### src/ddrdl_consts.vh
// constants for the ddr3 dll-mode and clock-change command front end
`ifndef DDRDL_CONSTS_VH
`define DDRDL_CONSTS_VH
// ----------------------------------------
// command encodings {ras_n,cas_n,we_n}
// ----------------------------------------
`define DDRDL_CMD_MRS     3'h0
`define DDRDL_CMD_REF     3'h1
`define DDRDL_CMD_PRE     3'h2
`define DDRDL_CMD_ACT     3'h3
`define DDRDL_CMD_WR      3'h4
`define DDRDL_CMD_RD      3'h5
`define DDRDL_CMD_ZQ      3'h6
`define DDRDL_CMD_NOP     3'h7
// ----------------------------------------
// mode register selects and field positions
// ----------------------------------------
`define DDRDL_MR0         3'h0
`define DDRDL_MR1         3'h1
`define DDRDL_MR2         3'h2
`define DDRDL_MR1_DLLOFF  0
`define DDRDL_MR0_DLLRST  8
`define DDRDL_MR1_RTT0    2
`define DDRDL_MR1_RTT1    6
`define DDRDL_MR1_RTT2    9
`define DDRDL_MR0_CL_LO   4
`define DDRDL_MR0_CL_HI   6
`define DDRDL_MR2_CWL_LO  3
`define DDRDL_MR2_CWL_HI  5
// ----------------------------------------
// latency codes and reset values
// ----------------------------------------
`define DDRDL_CL6_CODE    3'h2
`define DDRDL_CWL6_CODE   3'h1
`define DDRDL_CL_RST      4'h6
`define DDRDL_AL_RST      4'h0
`define DDRDL_BURST_LEN   4'h4
// ----------------------------------------
// clock rate and timing
// ----------------------------------------
`define DDRDL_CLK_PERIOD_NS 50
`define DDRDL_TCKSRE_NS     100
`define DDRDL_TCKSRE_CYC    ((`DDRDL_TCKSRE_NS + `DDRDL_CLK_PERIOD_NS - 1) / `DDRDL_CLK_PERIOD_NS)
`endif

### src/ddrdl_mode_regs.v
// small mode-register memory with a registered read port
module ddrdl_mode_regs #(
	parameter DEPTH = 4,
	parameter AW    = 2,
	parameter DW    = 14
) (
	// clock and reset
	input  wire          mclk,
	input  wire          rst_n,
	// write port
	input  wire          wr_en,
	input  wire [AW-1:0] wr_addr,
	input  wire [DW-1:0] wr_data,
	// read port
	input  wire [AW-1:0] rd_addr,
	output reg  [DW-1:0] rd_data
);
	reg [DW-1:0] mem [0:DEPTH-1];  // one word per mode register
	genvar g;

	// ----------------------------------------
	// storage, all words cleared at reset
	// ----------------------------------------
	generate
		for (g = 0; g < DEPTH; g = g + 1) begin : g_word
			always @(posedge mclk) begin
				if (!rst_n) begin
					mem[g] <= {DW{1'b0}};
				end else if (wr_en && wr_addr == g) begin
					mem[g] <= wr_data;
				end
			end
		end
	endgenerate

	// ----------------------------------------
	// registered read
	// ----------------------------------------
	always @(posedge mclk) begin
		if (!rst_n) begin
			rd_data <= {DW{1'b0}};
		end else begin
			rd_data <= mem[rd_addr];
		end
	end
endmodule // ddrdl_mode_regs

### src/ddrdl_core.v
// ddr3 command front end: nop/deselect, dll-off mode, read timing, clock-change guard
// Notes on behaviour
// [RQ1] nop starts nothing, running burst continues
// [RQ2] chip select high ignores all command inputs
// [RQ3] mr1 a0 set enters dll-off, clear leaves
// [RQ4] dll-off supports cl six with cwl six
// [RQ5] dll-off read reference at al+cl-1 cycles
// [RQ6] controller keeps dll-off clock below maximum
// [RQ7] controller idles, precharges, termination off first
// [RQ8] controller: mr1 write, tmod, self-refresh, tcksre
// [RQ9] controller gives stable clock tcksrx before exit
// [RQ10] cke high, odt low until tmod done
// [RQ11] after exit wait txs, rewrite mode registers
// [RQ12] dll on: a0 low, then dll reset
// [RQ13] cke high, odt low until tdllk done
// [RQ14] controller withholds dll commands until tdllk
// [RQ15] clock changes only in self-refresh or powerdown
// [RQ16] after tcksre in self-refresh clock ignored
// [RQ17] powerdown change: tcksre after cke low
// [RQ18] nominal termination forced off during powerdown
// [RQ19] controller: tcksrx, txp, dll reset, relock
// [RQ20] only nop/deselect during txs after exit
// [RQ21] controller counts each wait in cycles
`include "ddrdl_consts.vh"
module ddrdl_core #(
	parameter CNT_W = 8
) (
	// clock and reset
	input  wire        mclk,
	input  wire        rst_n,
	// command pins, from pads
	input  wire        cke_pin,
	input  wire        cs_n_pin,
	input  wire        ras_n_pin,
	input  wire        cas_n_pin,
	input  wire        we_n_pin,
	input  wire [2:0]  ba_pin,
	input  wire [13:0] addr_pin,
	input  wire        odt_pin,
	// status
	output reg         dll_off,
	output reg         lat_ok,
	output reg         self_refresh,
	output reg         power_down,
	output reg         clk_dont_care,
	output reg         burst_busy,
	output reg         read_ref,
	output reg         rtt_on,
	output reg  [2:0]  mr1_rtt
);
	// ----------------------------------------
	// pin synchronisers, two stages
	// ----------------------------------------
	localparam PW = 23;  // 1+1+3+3+14+1 pin bits, no spare
	reg  [PW-1:0] sync1;   // first stage, read only by sync2
	reg  [PW-1:0] sync2;   // safe to decode
	reg           cke_prev;
	always @(posedge mclk) begin
		if (!rst_n) begin
			sync1 <= {PW{1'b1}};
			sync2 <= {PW{1'b1}};
		end else begin
			sync1 <= {cke_pin, cs_n_pin, ras_n_pin, cas_n_pin, we_n_pin, ba_pin, addr_pin, odt_pin};
			sync2 <= sync1;
		end
	end
	// field split must mirror the packing order of sync1 exactly
	wire        cke  = sync2[22];
	wire        cs_n = sync2[21];
	wire [2:0]  cmd  = sync2[20:18];
	wire [2:0]  ba   = sync2[17:15];
	wire [13:0] addr = sync2[14:1];
	wire        odt  = sync2[0];

	// ----------------------------------------
	// command decode: only with cke held high
	// ----------------------------------------
	function is_cmd;
		input [2:0] c;
		input [2:0] want;
		begin
			// deselect masks every other input [RQ2]
			is_cmd = (cs_n == 1'b0) && cke && cke_prev && (c == want);
		end
	endfunction
	wire do_mrs = is_cmd(cmd, `DDRDL_CMD_MRS);
	wire do_rd  = is_cmd(cmd, `DDRDL_CMD_RD);
	wire do_wr  = is_cmd(cmd, `DDRDL_CMD_WR);
	wire do_ref = is_cmd(cmd, `DDRDL_CMD_REF);
	// cke falling with nop/deselect or refresh picks powerdown or self-refresh
	wire sre_go = (cs_n == 1'b0) && cke_prev && !cke && cmd == `DDRDL_CMD_REF;
	wire pde_go = cke_prev && !cke && !sre_go && !burst_busy;
	wire exit_go = !cke_prev && cke;

	// ----------------------------------------
	// mode register store
	// ----------------------------------------
	wire [13:0] mr_rd;
	reg  [1:0]  rd_sel;
	ddrdl_mode_regs #(.DEPTH(4), .AW(2), .DW(14)) u_mr (
		.mclk    (mclk),
		.rst_n   (rst_n),
		.wr_en   (do_mrs),
		.wr_addr (ba[1:0]),
		.wr_data (addr),
		.rd_addr (rd_sel),
		.rd_data (mr_rd)
	);
	// walk the three used registers so latency checks see them
	reg [13:0] mr0_q;
	reg [13:0] mr2_q;
	always @(posedge mclk) begin
		if (!rst_n) begin
			rd_sel <= 2'h0;
			mr0_q  <= 14'h0000;
			mr2_q  <= 14'h0000;
		end else begin
			rd_sel <= (rd_sel == 2'h2) ? 2'h0 : rd_sel + 2'h1;
			// read data lags the select by one cycle
			if (rd_sel == 2'h1) mr0_q <= mr_rd;
			if (rd_sel == 2'h0) mr2_q <= mr_rd;
		end
	end

	// ----------------------------------------
	// dll-off flag tracks mr1 bit 0
	// ----------------------------------------
	always @(posedge mclk) begin
		if (!rst_n) begin
			dll_off <= 1'b0;
			mr1_rtt <= 3'h0;
		end else if (do_mrs && ba == `DDRDL_MR1) begin
			dll_off <= addr[`DDRDL_MR1_DLLOFF];  // [RQ3]
			mr1_rtt <= {addr[`DDRDL_MR1_RTT2], addr[`DDRDL_MR1_RTT1], addr[`DDRDL_MR1_RTT0]};
		end
	end

	// ----------------------------------------
	// latency check: dll-off wants cl6/cwl6
	// ----------------------------------------
	always @(posedge mclk) begin
		if (!rst_n) begin
			lat_ok <= 1'b1;
		end else begin
			// with dll on any setting is acceptable here
			lat_ok <= !dll_off ||
				(mr0_q[`DDRDL_MR0_CL_HI:`DDRDL_MR0_CL_LO] == `DDRDL_CL6_CODE &&
				 mr2_q[`DDRDL_MR2_CWL_HI:`DDRDL_MR2_CWL_LO] == `DDRDL_CWL6_CODE);  // [RQ4]
		end
	end

	// ----------------------------------------
	// read latency counter and burst tracking
	// ----------------------------------------
	reg [CNT_W-1:0] rd_cnt;     // cycles until the read reference edge
	reg             rd_pend;
	reg [3:0]       burst_cnt;  // remaining burst clocks
	wire [CNT_W-1:0] lat_full = {{(CNT_W-4){1'b0}}, `DDRDL_AL_RST + `DDRDL_CL_RST};
	always @(posedge mclk) begin
		if (!rst_n) begin
			rd_cnt     <= {CNT_W{1'b0}};
			rd_pend    <= 1'b0;
			read_ref   <= 1'b0;
			burst_cnt  <= 4'h0;
			burst_busy <= 1'b0;
		end else begin
			read_ref <= 1'b0;
			if (do_rd && !burst_busy) begin
				// one edge earlier with the dll off [RQ5]
				rd_cnt  <= dll_off ? lat_full - {{(CNT_W-1){1'b0}}, 1'b1} : lat_full;
				rd_pend <= 1'b1;
			end else if (rd_pend) begin
				if (rd_cnt <= {{(CNT_W-1){1'b0}}, 1'b1}) begin
					rd_pend  <= 1'b0;
					read_ref <= 1'b1;
				end
				rd_cnt <= rd_cnt - {{(CNT_W-1){1'b0}}, 1'b1};
			end
			// nop and deselect leave a running burst untouched [RQ1]
			if ((do_rd || do_wr) && !burst_busy) begin
				burst_cnt  <= `DDRDL_BURST_LEN;
				burst_busy <= 1'b1;
			end else if (burst_busy) begin
				burst_cnt  <= burst_cnt - 4'h1;
				burst_busy <= burst_cnt != 4'h1;
			end
		end
	end

	// ----------------------------------------
	// self-refresh and powerdown states
	// ----------------------------------------
	localparam ST_ACTIVE = 2'h0;
	localparam ST_SREF   = 2'h1;
	localparam ST_PDOWN  = 2'h2;
	reg [1:0]       state;
	reg [1:0]       next_state;
	reg [CNT_W-1:0] sre_cnt;    // cycles since clock-stop entry
	always @* begin
		next_state = state;
		case (state)
			ST_ACTIVE: begin
				if (sre_go) next_state = ST_SREF;
				else if (pde_go) next_state = ST_PDOWN;
			end
			ST_SREF:  if (exit_go) next_state = ST_ACTIVE;
			ST_PDOWN: if (exit_go) next_state = ST_ACTIVE;
			default:  next_state = ST_ACTIVE;
		endcase
	end
	always @(posedge mclk) begin
		if (!rst_n) begin
			state         <= ST_ACTIVE;
			cke_prev      <= 1'b1;
			sre_cnt       <= {CNT_W{1'b0}};
			self_refresh  <= 1'b0;
			power_down    <= 1'b0;
			clk_dont_care <= 1'b0;
			rtt_on        <= 1'b0;
		end else begin
			cke_prev     <= cke;
			state        <= next_state;
			self_refresh <= next_state == ST_SREF;
			power_down   <= next_state == ST_PDOWN;
			if (next_state == ST_ACTIVE) begin
				sre_cnt <= {CNT_W{1'b0}};
			end else if (sre_cnt != {CNT_W{1'b1}}) begin
				sre_cnt <= sre_cnt + {{(CNT_W-1){1'b0}}, 1'b1};
			end
			// clock is don't-care once tcksre has run [RQ16]
			clk_dont_care <= next_state != ST_ACTIVE && sre_cnt >= `DDRDL_TCKSRE_CYC - 1;
			// termination off in self-refresh and powerdown [RQ18]
			rtt_on <= next_state == ST_ACTIVE && odt && mr1_rtt != 3'h0 && !do_ref;
		end
	end
endmodule // ddrdl_core

### config.mk
export PLATFORM = sky130hd
export DESIGN_NAME = ddrdl_core
export DESIGN_NICKNAME = d
export VERILOG_FILES = /design/src/ddrdl_mode_regs.v /design/src/ddrdl_core.v
export VERILOG_INCLUDE_DIRS = /design/src /design/src/src
export SDC_FILE = /design/constraint.sdc
export NUM_CORES = 1
export LEC_CHECK = 0
export BUFFER_PORTS_ARGS = -buffer_cell sky130_fd_sc_hd__buf_4
export CAP_MARGIN = 30
export CORE_MARGIN = 2
export CORE_UTILIZATION = 38
export CTS_BUF_LIST = sky130_fd_sc_hd__clkbuf_4
export CTS_CLUSTER_DIAMETER = 120
export CTS_CLUSTER_SIZE = 20
export DETAILED_ROUTE_END_ITERATION = 10
export SETUP_SLACK_MARGIN = 0.5
export SYNTH_ARGS = -nofsm -noshare
export SYNTH_HDL_FRONTEND = slang
export SYNTH_SLANG_ARGS = --single-unit
### constraint.sdc
create_clock -name mclk -period 2.2 [get_ports mclk]
set_input_delay 0 -clock mclk [delete_from_list [all_inputs] [get_ports mclk]]
set_output_delay 0 -clock mclk [all_outputs]
set_load 0.01 [all_outputs]
# == Word level (Yosys, flattened, before mapping) ==
# Memory sizes are Yosys's and may differ from the RTL's. A register that Yosys moved wholly into a read port is not among the register bits.
# Index checks and enable logic that the tools add are counted.
# word_totals
ff_bits,96
inputBits,25
n_memories,1
ramBits,56
output_inout_bits,11
# classes
n_eq_ne,17
add_sub_neg,4
muxes,32
bitwise,7
order_cmp,2
n_reduce_logical,48
# mem_list
memory,words,width,read_ports,rd_ports_with_merged_regs,write_ports,line,rtl
u_mr.mem,4,14,1,1,4,ddrdl_mode_regs.v:18,reg [DW-1:0] mem [0:DEPTH-1];
# op_table
operator,count
14-bit two-way mux,4
1-bit logical AND,25
1-bit two-way mux,19
8-bit two-way mux,2
2-bit == test (second input constant),5
3-bit by 1-bit == test with 1-bit output (second input constant),3
8-bit by 1-bit adder with 8-bit output (second input constant),1
2-bit by 1-bit == test with 1-bit output (second input constant),4
8-bit by 1-bit >= comparator with 1-bit output (second input constant),1
8-bit by 1-bit <= comparator with 1-bit output (second input constant),1
2-bit zero test,4
2-bit two-way mux,4
8-bit inequality test (second input constant),1
2-bit OR reduction,4
8-bit by 1-bit subtractor with 8-bit output (second input constant),1
1-bit zero test,7
3-bit == test (second input constant),2
3-bit two-way mux,2
2-bit nonzero test,3
4-bit by 1-bit inequality test with 1-bit output (second input constant),1
1-bit OR,4
2-bit case mux with 2 select lines,1
4-bit by 1-bit subtractor with 4-bit output (second input constant),1
3-bit by 2-bit == test with 1-bit output (second input constant),1
6 further kinds,9

# == Logic depth before layout (Yosys ltp) ==
# Gate-level depths: netlist (run 1).
# depth
ltp_word,14
ltp_mapped,6
ltp_nobuf,6

# == Hierarchy ==
# From an unflattened synthesis (run 1), not the netlist that was laid out.
# unflattened
hier_cells,491
area_unflattened_um2,6037.0
# modules_own_cells
mod,instances,area_per_inst_um2,cells_per_inst
ddrdl_core,1,3161.8,300
ddrdl_mode_regs,1,2875.3,191

# == Least setup slack after synthesis (run 1) ==
# No wires, ideal clock.
# synth_timing
path_kind,register -> register
start,register state[1]
end,register sre_cnt[2]
t_arrival_ns,1.544
required_ns,2.060
path_stages_with_launch,7
path_buffers,0
setup_slack_ns,0.517
path_cell_list,dfxtp_1 > inv_1 > ha_1 > o21ai_0 > a211oi_2 > o41ai_4 > nor3_1
# synth_via
elab_chain_len,5
word_cells_on_any_way,10
cone_classes,eq/ne (2); mux (4); reduce/logical (4)
# synth_rtl
element,line,rtl
from (decl),ddrdl_core.v:196,reg [1:0] state;
from (signal assigned),ddrdl_core.v:222,state <= next_state;
2-bit == test (tied with other cells),ddrdl_core.v:201,case (state)
2-bit OR reduction (no source line) or 2-bit two-way mux (tied branches),n/a,
2-bit case mux with 2 select lines (*),ddrdl_core.v:201,
2-bit zero test (*),ddrdl_core.v:225,if (next_state == ST_ACTIVE) begin
2-bit OR reduction (no source line) (*),n/a,
to (signal assigned),ddrdl_core.v:215,sre_cnt <= {CNT_W{1'b0}};
to (signal assigned),ddrdl_core.v:226,sre_cnt <= {CNT_W{1'b0}};
to (signal assigned),ddrdl_core.v:228,"sre_cnt <= sre_cnt + {{(CNT_W-1){1'b0}}, 1'b1};"
to (decl),ddrdl_core.v:198,reg [CNT_W-1:0] sre_cnt;
# Every way passes the cells marked *; elsewhere a longest branch is shown, timed or not.
# A chain may end at the register's enable or synchronous reset.

# == Worst setup path after layout (run 1) ==
# layout_timing
start,register state[1]
end,register clk_dont_care
# layout_via
elab_chain_len,5
word_cells_on_any_way,10
cone_classes,eq/ne (2); mux (4); reduce/logical (4)
# layout_rtl
element,line,rtl
2-bit == test (tied with other cells),ddrdl_core.v:201,
2-bit OR reduction (no source line) or 2-bit two-way mux (tied branches),n/a,
2-bit case mux with 2 select lines (*),ddrdl_core.v:201,
2-bit nonzero test (*),ddrdl_core.v:231,clk_dont_care <= next_state != ST_ACTIVE && sre_cnt >= `DDRDL_TCKSRE_CYC - 1;
1-bit logical AND (*),ddrdl_core.v:231,
to (signal assigned),ddrdl_core.v:231,
to (decl),ddrdl_core.v:45,"output reg clk_dont_care,"
# Marks and branches as above.

==> metrics.yaml, run 1 <==
timing:
  hold_slack_ns: 0.420
  setup_viol: 0
  fmax_ghz: 0.619
  max_slew.worst_pin.slew_ns: 0.644
  fin_ws_ns: 0.583
  slew_headroom_pct: 56.5
  drv_slew: 0
  fin_tns_setup_ns: 0
  finalHoldViolCount: 0
  fin_skew_ns: 0.0176
  period_share_pct: 73.5
  period_needed_ns: 1.62
  grt_setup_unrepaired: "true"
yosys:
  yosysUniqueCellTypes: 45
  synth_top_flop_cell: "dfxtp_1"
  syn-cell-area_sq_um: 3680
  synth_cells: 350
  ys_seq_area_share_pct: 56.1
  synth-edff-count: 16
  synth.ff_latch_count: 95
  synthesis.nets: 387
  synth_warnings: 0
  async_flop_share_pct: 0
  post_synth.cell_area_avg_sq_um: 10.5
worst_hold_path:
  hp-start: "sync1[22]"
  hold_path_class: "reg -> reg"
final_layout:
  nFillCells: 890
  multi_input_area_sq_um: 1560
  ff_latch_area_sq_um: 2060
  layout-area-overhead-vs-synth_pct: 24.1
  layout_commonest_cell: "dfxtp_1"
  final_nets: 454
  final_cell_mix: "dfxtp_1 (77), nor2_1 (43), nand2b_1 (35), buf_4 (34), dlygate4sd3_1 (33)"
  stdcell_count: 551
  drive_above_1_share_pct: 16.4
  num_antenna_cells: 0
placement:
  hpwlAfterDp_mm: 4.28
  dp_cells: 500
  io_buffers: 28
  place_ws_ns: 0.267
  routabilityCongestion: 0.792
pwr:
  p_leak_nw: 1.78
  p_seq_share_pct: 62.8
  swShare_pct: 25.1
  power_w: 0.00299
  p_clk_share_pct: 28.2
  power.density_nw_per_um2: 656
  p_sw_w: 0.000751
  comb_power_share_pct: 9.0
  internal_power_w: 0.00224
  irDropWorstVdd_mv: 0.294
critical_path:
  crit_type: "reg -> reg"
  worstReg2RegStart: "state[1]"
  crit_chain: "inv_1, ha_1, inv_2, nor3_4, o41ai_4, buf_4, a21oi_1"
  crit_fanout: 5
  slowest_delay_ns: 0.38
  worst_ep_arrival_time_ns: 1.94
  slowest_stage: "dfxtp_2"
  cp.required_ns: 2.53
  worstSetupStartpointType: "register"
  end_kind: "register"
  crit_path_start: "state[1]"
clocking:
  ctsHtreeMaxLevel: 3
  insertion_delay_ns: 0.44
  numCtsBuffers: 9
  clockRootBuffer: "clkbuf_4"
  clock_sinks: 95
  cts_tree: "done"
  clkTransAtPathRegs_ns: 0.15
  cts_buffer_depth: 2
drt:
  postRouteWirelength_mm: 6.32
  drt_iter0_drc: 73
  num_vias: 2530
  vias_per_cell: 4.59
  first_pass_iters: 4
  post-route-drc-count: 0
  avgRoutedWirePerCell_um: 11.5
  ant_nets: 0
die:
  die_h_um: 102
  die_x_um: 102
  start_util_pct: 39.4
  ioPinCount: 36
  rows: 35
  dieArea_sq_um: 10500
  fp.coreArea_sq_um: 9330
status:
  outcome: "completed"
global_routing:
  antenna_found_initial: 0
  grt_pass1_wl_mm: 10.9
  grt_usage_pct: 13.4
  grt_max_degree: 35
  grt_pass1_vias: 2448
  grt_overflow_total: 0
run:
  drv_cap: 0
[registers in the layout, indices dropped and copies added, names as in the netlist, 4 cells and up]
name	cells
u_mr.mem	16
rd_cnt	8
burst_cnt	4
sre_cnt	8
u_mr.rd_data	4
sync1	16
sync2	16
[cells in the mapped netlist, drive strengths merged (2+ instances only)]
master / number / share of area, %
dfxtp: 79 / 43
nor2: 44 / 4.5
nand2b: 35 / 6.0
nand2: 21 / 2.1
inv: 19 / 1.9
edfxtp: 16 / 13
nor3: 14 / 1.9
ha: 12 / 4.1
nand3: 10 / 1.4
and2: 9 / 1.5
clkbuf: 9 / 0.92
mux2i: 8 / 2.2
a21oi: 7 / 0.95
xnor2: 7 / 1.7
nor4b: 6 / 1.4
o21ai: 6 / 0.82
mux4: 4 / 2.4
nor4: 4 / 0.85
xor2: 4 / 0.95
a211oi: 3 / 0.75
and3: 3 / 0.51
nor3b: 3 / 0.75
o21a: 3 / 0.61
a31oi: 2 / 0.34
buf: 2 / 0.27
nand4: 2 / 0.34
nand4bb: 2 / 0.75
o311ai: 2 / 0.48
or4: 2 / 0.41
[what timing repair did]
item,4_1_cts,5_1_grt
setup buffers,2,0
pin swaps,2,0
setup endpoints to repair,20,23
hold endpoints to repair,33,0
hold buffers,33,0
gates resized for setup,3,11
[worst max-delay path, delay by kind of cell (launching register included)]
family                   cells  cell delay [ns]
adder cells (fa/ha/maj)      1             0.30
flip-flops                   1             0.38
buffers and inverters        3             0.38
AO/OA/AOI/OAI                2             0.39
AND/OR/NAND/NOR              1             0.07
[final timing paths]
path | end | slack [ns] | cells past startpoint
hold reg to reg | sync2[22] | 0.42 | 1
hold / removal | sync2[22] | 0.42 | 1
setup / recovery | clk_dont_care | 0.58 | 7
setup reg to reg | clk_dont_care | 0.58 | 7
[final cells by class]
type | instances | share of cell area, %
multi-input cells | 224 | 34.1
clock inverters | 7 | 1.18
clock buffers | 9 | 1.48
repair buffers | 67 | 12.8
well taps | 129 | 3.54
flip-flops and latches | 95 | 45.2
inverters | 20 | 1.64
[logic make-up after synthesis]
family,count (synthesis),synth area share [%]
DFF,95,56.1
and+or+nand+nor,160,23.5
buffers and inverters,31,3.23
adders and majority gates,12,4.08
xor gates and xnor gates,11,2.62
muxes,12,4.63
AOI/OAI and AO/OA,29,5.82
[power by group through the flow]
| stage | Clock [W] | Sequential, W | Combinational, W |
|---|---|---|---|
| final | 0.000845 | 0.00188 | 0.000269 |
| after global routing | 0.000947 | 0.00189 | 0.000299 |
| after CTS | 0.000882 | 0.00188 | 0.000267 |
| after detailed placement | 0 | 0.00192 | 0.000218 |
| after global placement | 0 | 0.00192 | 0.000213 |
| after floorplan | 0 | 0.00190 | 0.000170 |
[per-stage QoR]
step,cell area (sq um),util (%)
2_1_floorplan,3680,-
3_3_place_gp,4040,43.3
3_5_place_dp,4040,43.3
4_1_cts,4510,48.4
5_1_grt,4560,48.9
6_report,4560,48.9
[layer usage]
layer  up-vias  wire length, um  GRT usage, %
li1       1326                -             -
met1      1163             2930          16.4
met3         9              161          2.67
met5         -                0             0
met2        32             3130          23.1
met4         0              100          5.23
Power figures use the tool's default switching activity.
==> run 2: changes to the inputs <==
- clock period: 2.2 -> 1.6 ns (I/O delays scaled with it)
==> run 2 against run 1 <==
Against the previous run: sequential power increased by 38%; count of clock-buffer cells in the layout increased by 1; worst setup slack got worse by 0.49 ns; die area unchanged; first-iteration DRC count increased by 68%; global-route usage about the same; non-clock buffer count decreased by 1; via count decreased by 1.1%; total power increased by 36%; final cell count decreased by 0.18%; worst hold slack got worse by 0.38 ns; clock skew decreased by 0.0022 ns; largest cell class unchanged; largest power group unchanged.
==> metrics.yaml, run 2 (synthesis gave the netlist of run 1 again) <==
clocking:
  clkTransAtPathRegs_ns: 0.14  # about the same
  clock_sinks: 95  # unchanged
  clockRootBuffer: "clkbuf_4"
  cts_tree: "done"
  numCtsBuffers: 9  # unchanged
  insertion_delay_ns: 0.42  # -0.02 ns
  cts_buffer_depth: 2  # unchanged
  ctsHtreeMaxLevel: 3  # unchanged
final_layout:
  num_antenna_cells: 0  # unchanged
  drive_above_1_share_pct: 32.3  # +16 points
  reg_top3: "sync1 x16, sync2 x16, u_mr.mem x16"
  layout_commonest_cell: "dfxtp_1"
  final_nets: 453  # -0.22%
  fin_area_sq_um: 4770  # +4.6%
  layout-area-overhead-vs-synth_pct: 29.8
  final_cell_mix: "dfxtp_1 (67), buf_4 (41), nand2b_1 (35), nor2_1 (33), dlygate4sd3_1 (17)"
global_routing:
  met1_usage_pct: 17.8  # +1.3 points
  global_route.peak_usage_layer: "met2"
  grt_usage_pct: 13.4  # +0.044 points
  grt_pass1_wl_mm: 11.0  # +1.5%
  globalRouteMet3Util_pct: 2.46  # -0.21 points
  antenna_found_initial: 0  # unchanged
  grt_max_degree: 33  # -5.7%
  grt_use_met2_pct: 21.4  # -1.7 points
  grt_overflow_total: 0  # unchanged
  grt_pass1_vias: 2458  # +0.41%
timing:
  fin_skew_ns: 0.0153  # -0.00225 ns
  fmax_ghz: 0.663  # +7.2%
  period_share_pct: 94.3  # +21 points
  fin_tns_setup_ns: 0  # unchanged
  max_slew.worst_pin.slew_ns: 0.389  # -0.256 ns
  slew_headroom_pct: 73.7  # +17 points
  finalHoldViolCount: 0  # unchanged
  period_needed_ns: 1.51  # -0.108 ns
  setup_viol: 0  # unchanged
  grt_setup_unrepaired: "true"
  drv_slew: 0  # unchanged
critical_path:
  crit_fanout: 4  # -1
  end_kind: "register"
  worst_ep_arrival_time_ns: 1.80  # -0.14 ns
  worstSetupStartpointType: "register"
  path_buf_inv: 1  # -2
  slowest_delay_ns: 0.52  # +0.14 ns
  crit_chain: "nand4bb_4, buf_6, or4_4, nor2_2"
  slowest_stage: "or4_4"
  worstReg2RegStart: "sync2[21]"
  cp.required_ns: 1.89  # -0.64 ns
  cp_top_family: "simple AND/OR/NAND/NOR gates"
  crit_path_start: "sync2[21]"
  crit_type: "reg -> reg"
drt:
  drt_iter0_drc: 123  # +68%
  ant_nets: 0  # unchanged
  first_pass_iters: 4  # unchanged
  postRouteWirelength_mm: 6.39  # +1.1%
  vias_per_cell: 4.55  # -0.97%
  post-route-drc-count: 0  # unchanged
  num_vias: 2501  # -1.1%
  avgRoutedWirePerCell_um: 11.6  # +1.3%
die:
  ioPinCount: 36  # unchanged
  fp.coreArea_sq_um: 9330  # unchanged
  rows: 35  # unchanged
  start_util_pct: 39.4  # unchanged
  dieArea_sq_um: 10500  # unchanged
  die_h_um: 102  # unchanged
  die_x_um: 102  # unchanged
worst_hold_path:
  hold_path_class: "in -> reg"
  hp-start: "rst_n"
status:
  outcome: "completed"
placement:
  hpwlAfterDp_mm: 4.30  # +0.47%
  io_buffers: 28  # unchanged
  dpl-instance-area_sq_um: 4170  # +3.3%
  routabilityCongestion: 0.757  # -4.4%
run:
  drv_cap: 0  # unchanged
pwr:
  irDropWorstVdd_mv: 0.333  # +13%
  p_leak_nw: 1.84  # +3.6%
  power.density_nw_per_um2: 851  # +30%
run 2: worst reg2reg max path, stage by stage (launching register included):
cell	delay (ns)
dfxtp_2	0.34
nand4bb_4	0.25
buf_6	0.15
or4_4	0.52
nor2_2	0.12
run 2: path summary, 6_finish.rpt:
check                         to  slack, ns  cells after the start
hold / removal          sync2[5]       0.04                      3
setup / recovery  u_mr.mem[1][5]       0.09                      4
hold reg to reg         sync2[7]       0.41                      1
setup reg to reg  u_mr.mem[1][5]       0.09                      4
run 2: routing by layer:
metal | vias up | routed length [um]
met2 | 32 | 3150
met4 | 0 | 83
met3 | 9 | 143
met5 | - | 0
met1 | 1142 | 3020
li1 | 1318 | -
run 2: final cells by class:
cell class,instances,area (sq um)
clock inverter,6,36.3
sequential,95,2090
clock buffer,10,75.1
inverter,20,80.1
fill,830,4550
timing repair buffer,66,577
tap,129,161
multi-input combinational,224,1760
run 2: stage by stage:
stage	setup slack, ns	total power [W]	utilization, %	hold WS, ns	cells
after global routing	0.0427	0.00427	51.2	0.0228	550
after floorplan	0.150	0.00286	-	0.101	350
final	0.0918	0.00406	51.2	0.0380	550
after detailed placement	0.0424	0.00296	44.7	0.187	508
after CTS	0.0764	0.00409	49.5	0.0114	545
after global placement	0.0788	0.00295	44.7	0.182	508
run 2: power by group:
| group | total [W] | switching, W | leakage (nW) | internal [W] |
|---|---|---|---|---|
| sequential | 0.00259 | 0.0000679 | 0.813 | 0.00252 |
| clock | 0.00108 | 0.000744 | 0.0680 | 0.000334 |
| combinational | 0.000393 | 0.000165 | 0.964 | 0.000228 |
| total | 0.00406 | 0.000977 | 1.84 | 0.00309 |
run 2: what timing repair did:
action,in CTS,in global routing
gates resized for setup,39,30
pin swaps,17,12
setup buffers,4,5
setup endpoints to repair,77,78
gates cloned,0,0
hold buffers,17,0
hold endpoints to repair,20,0
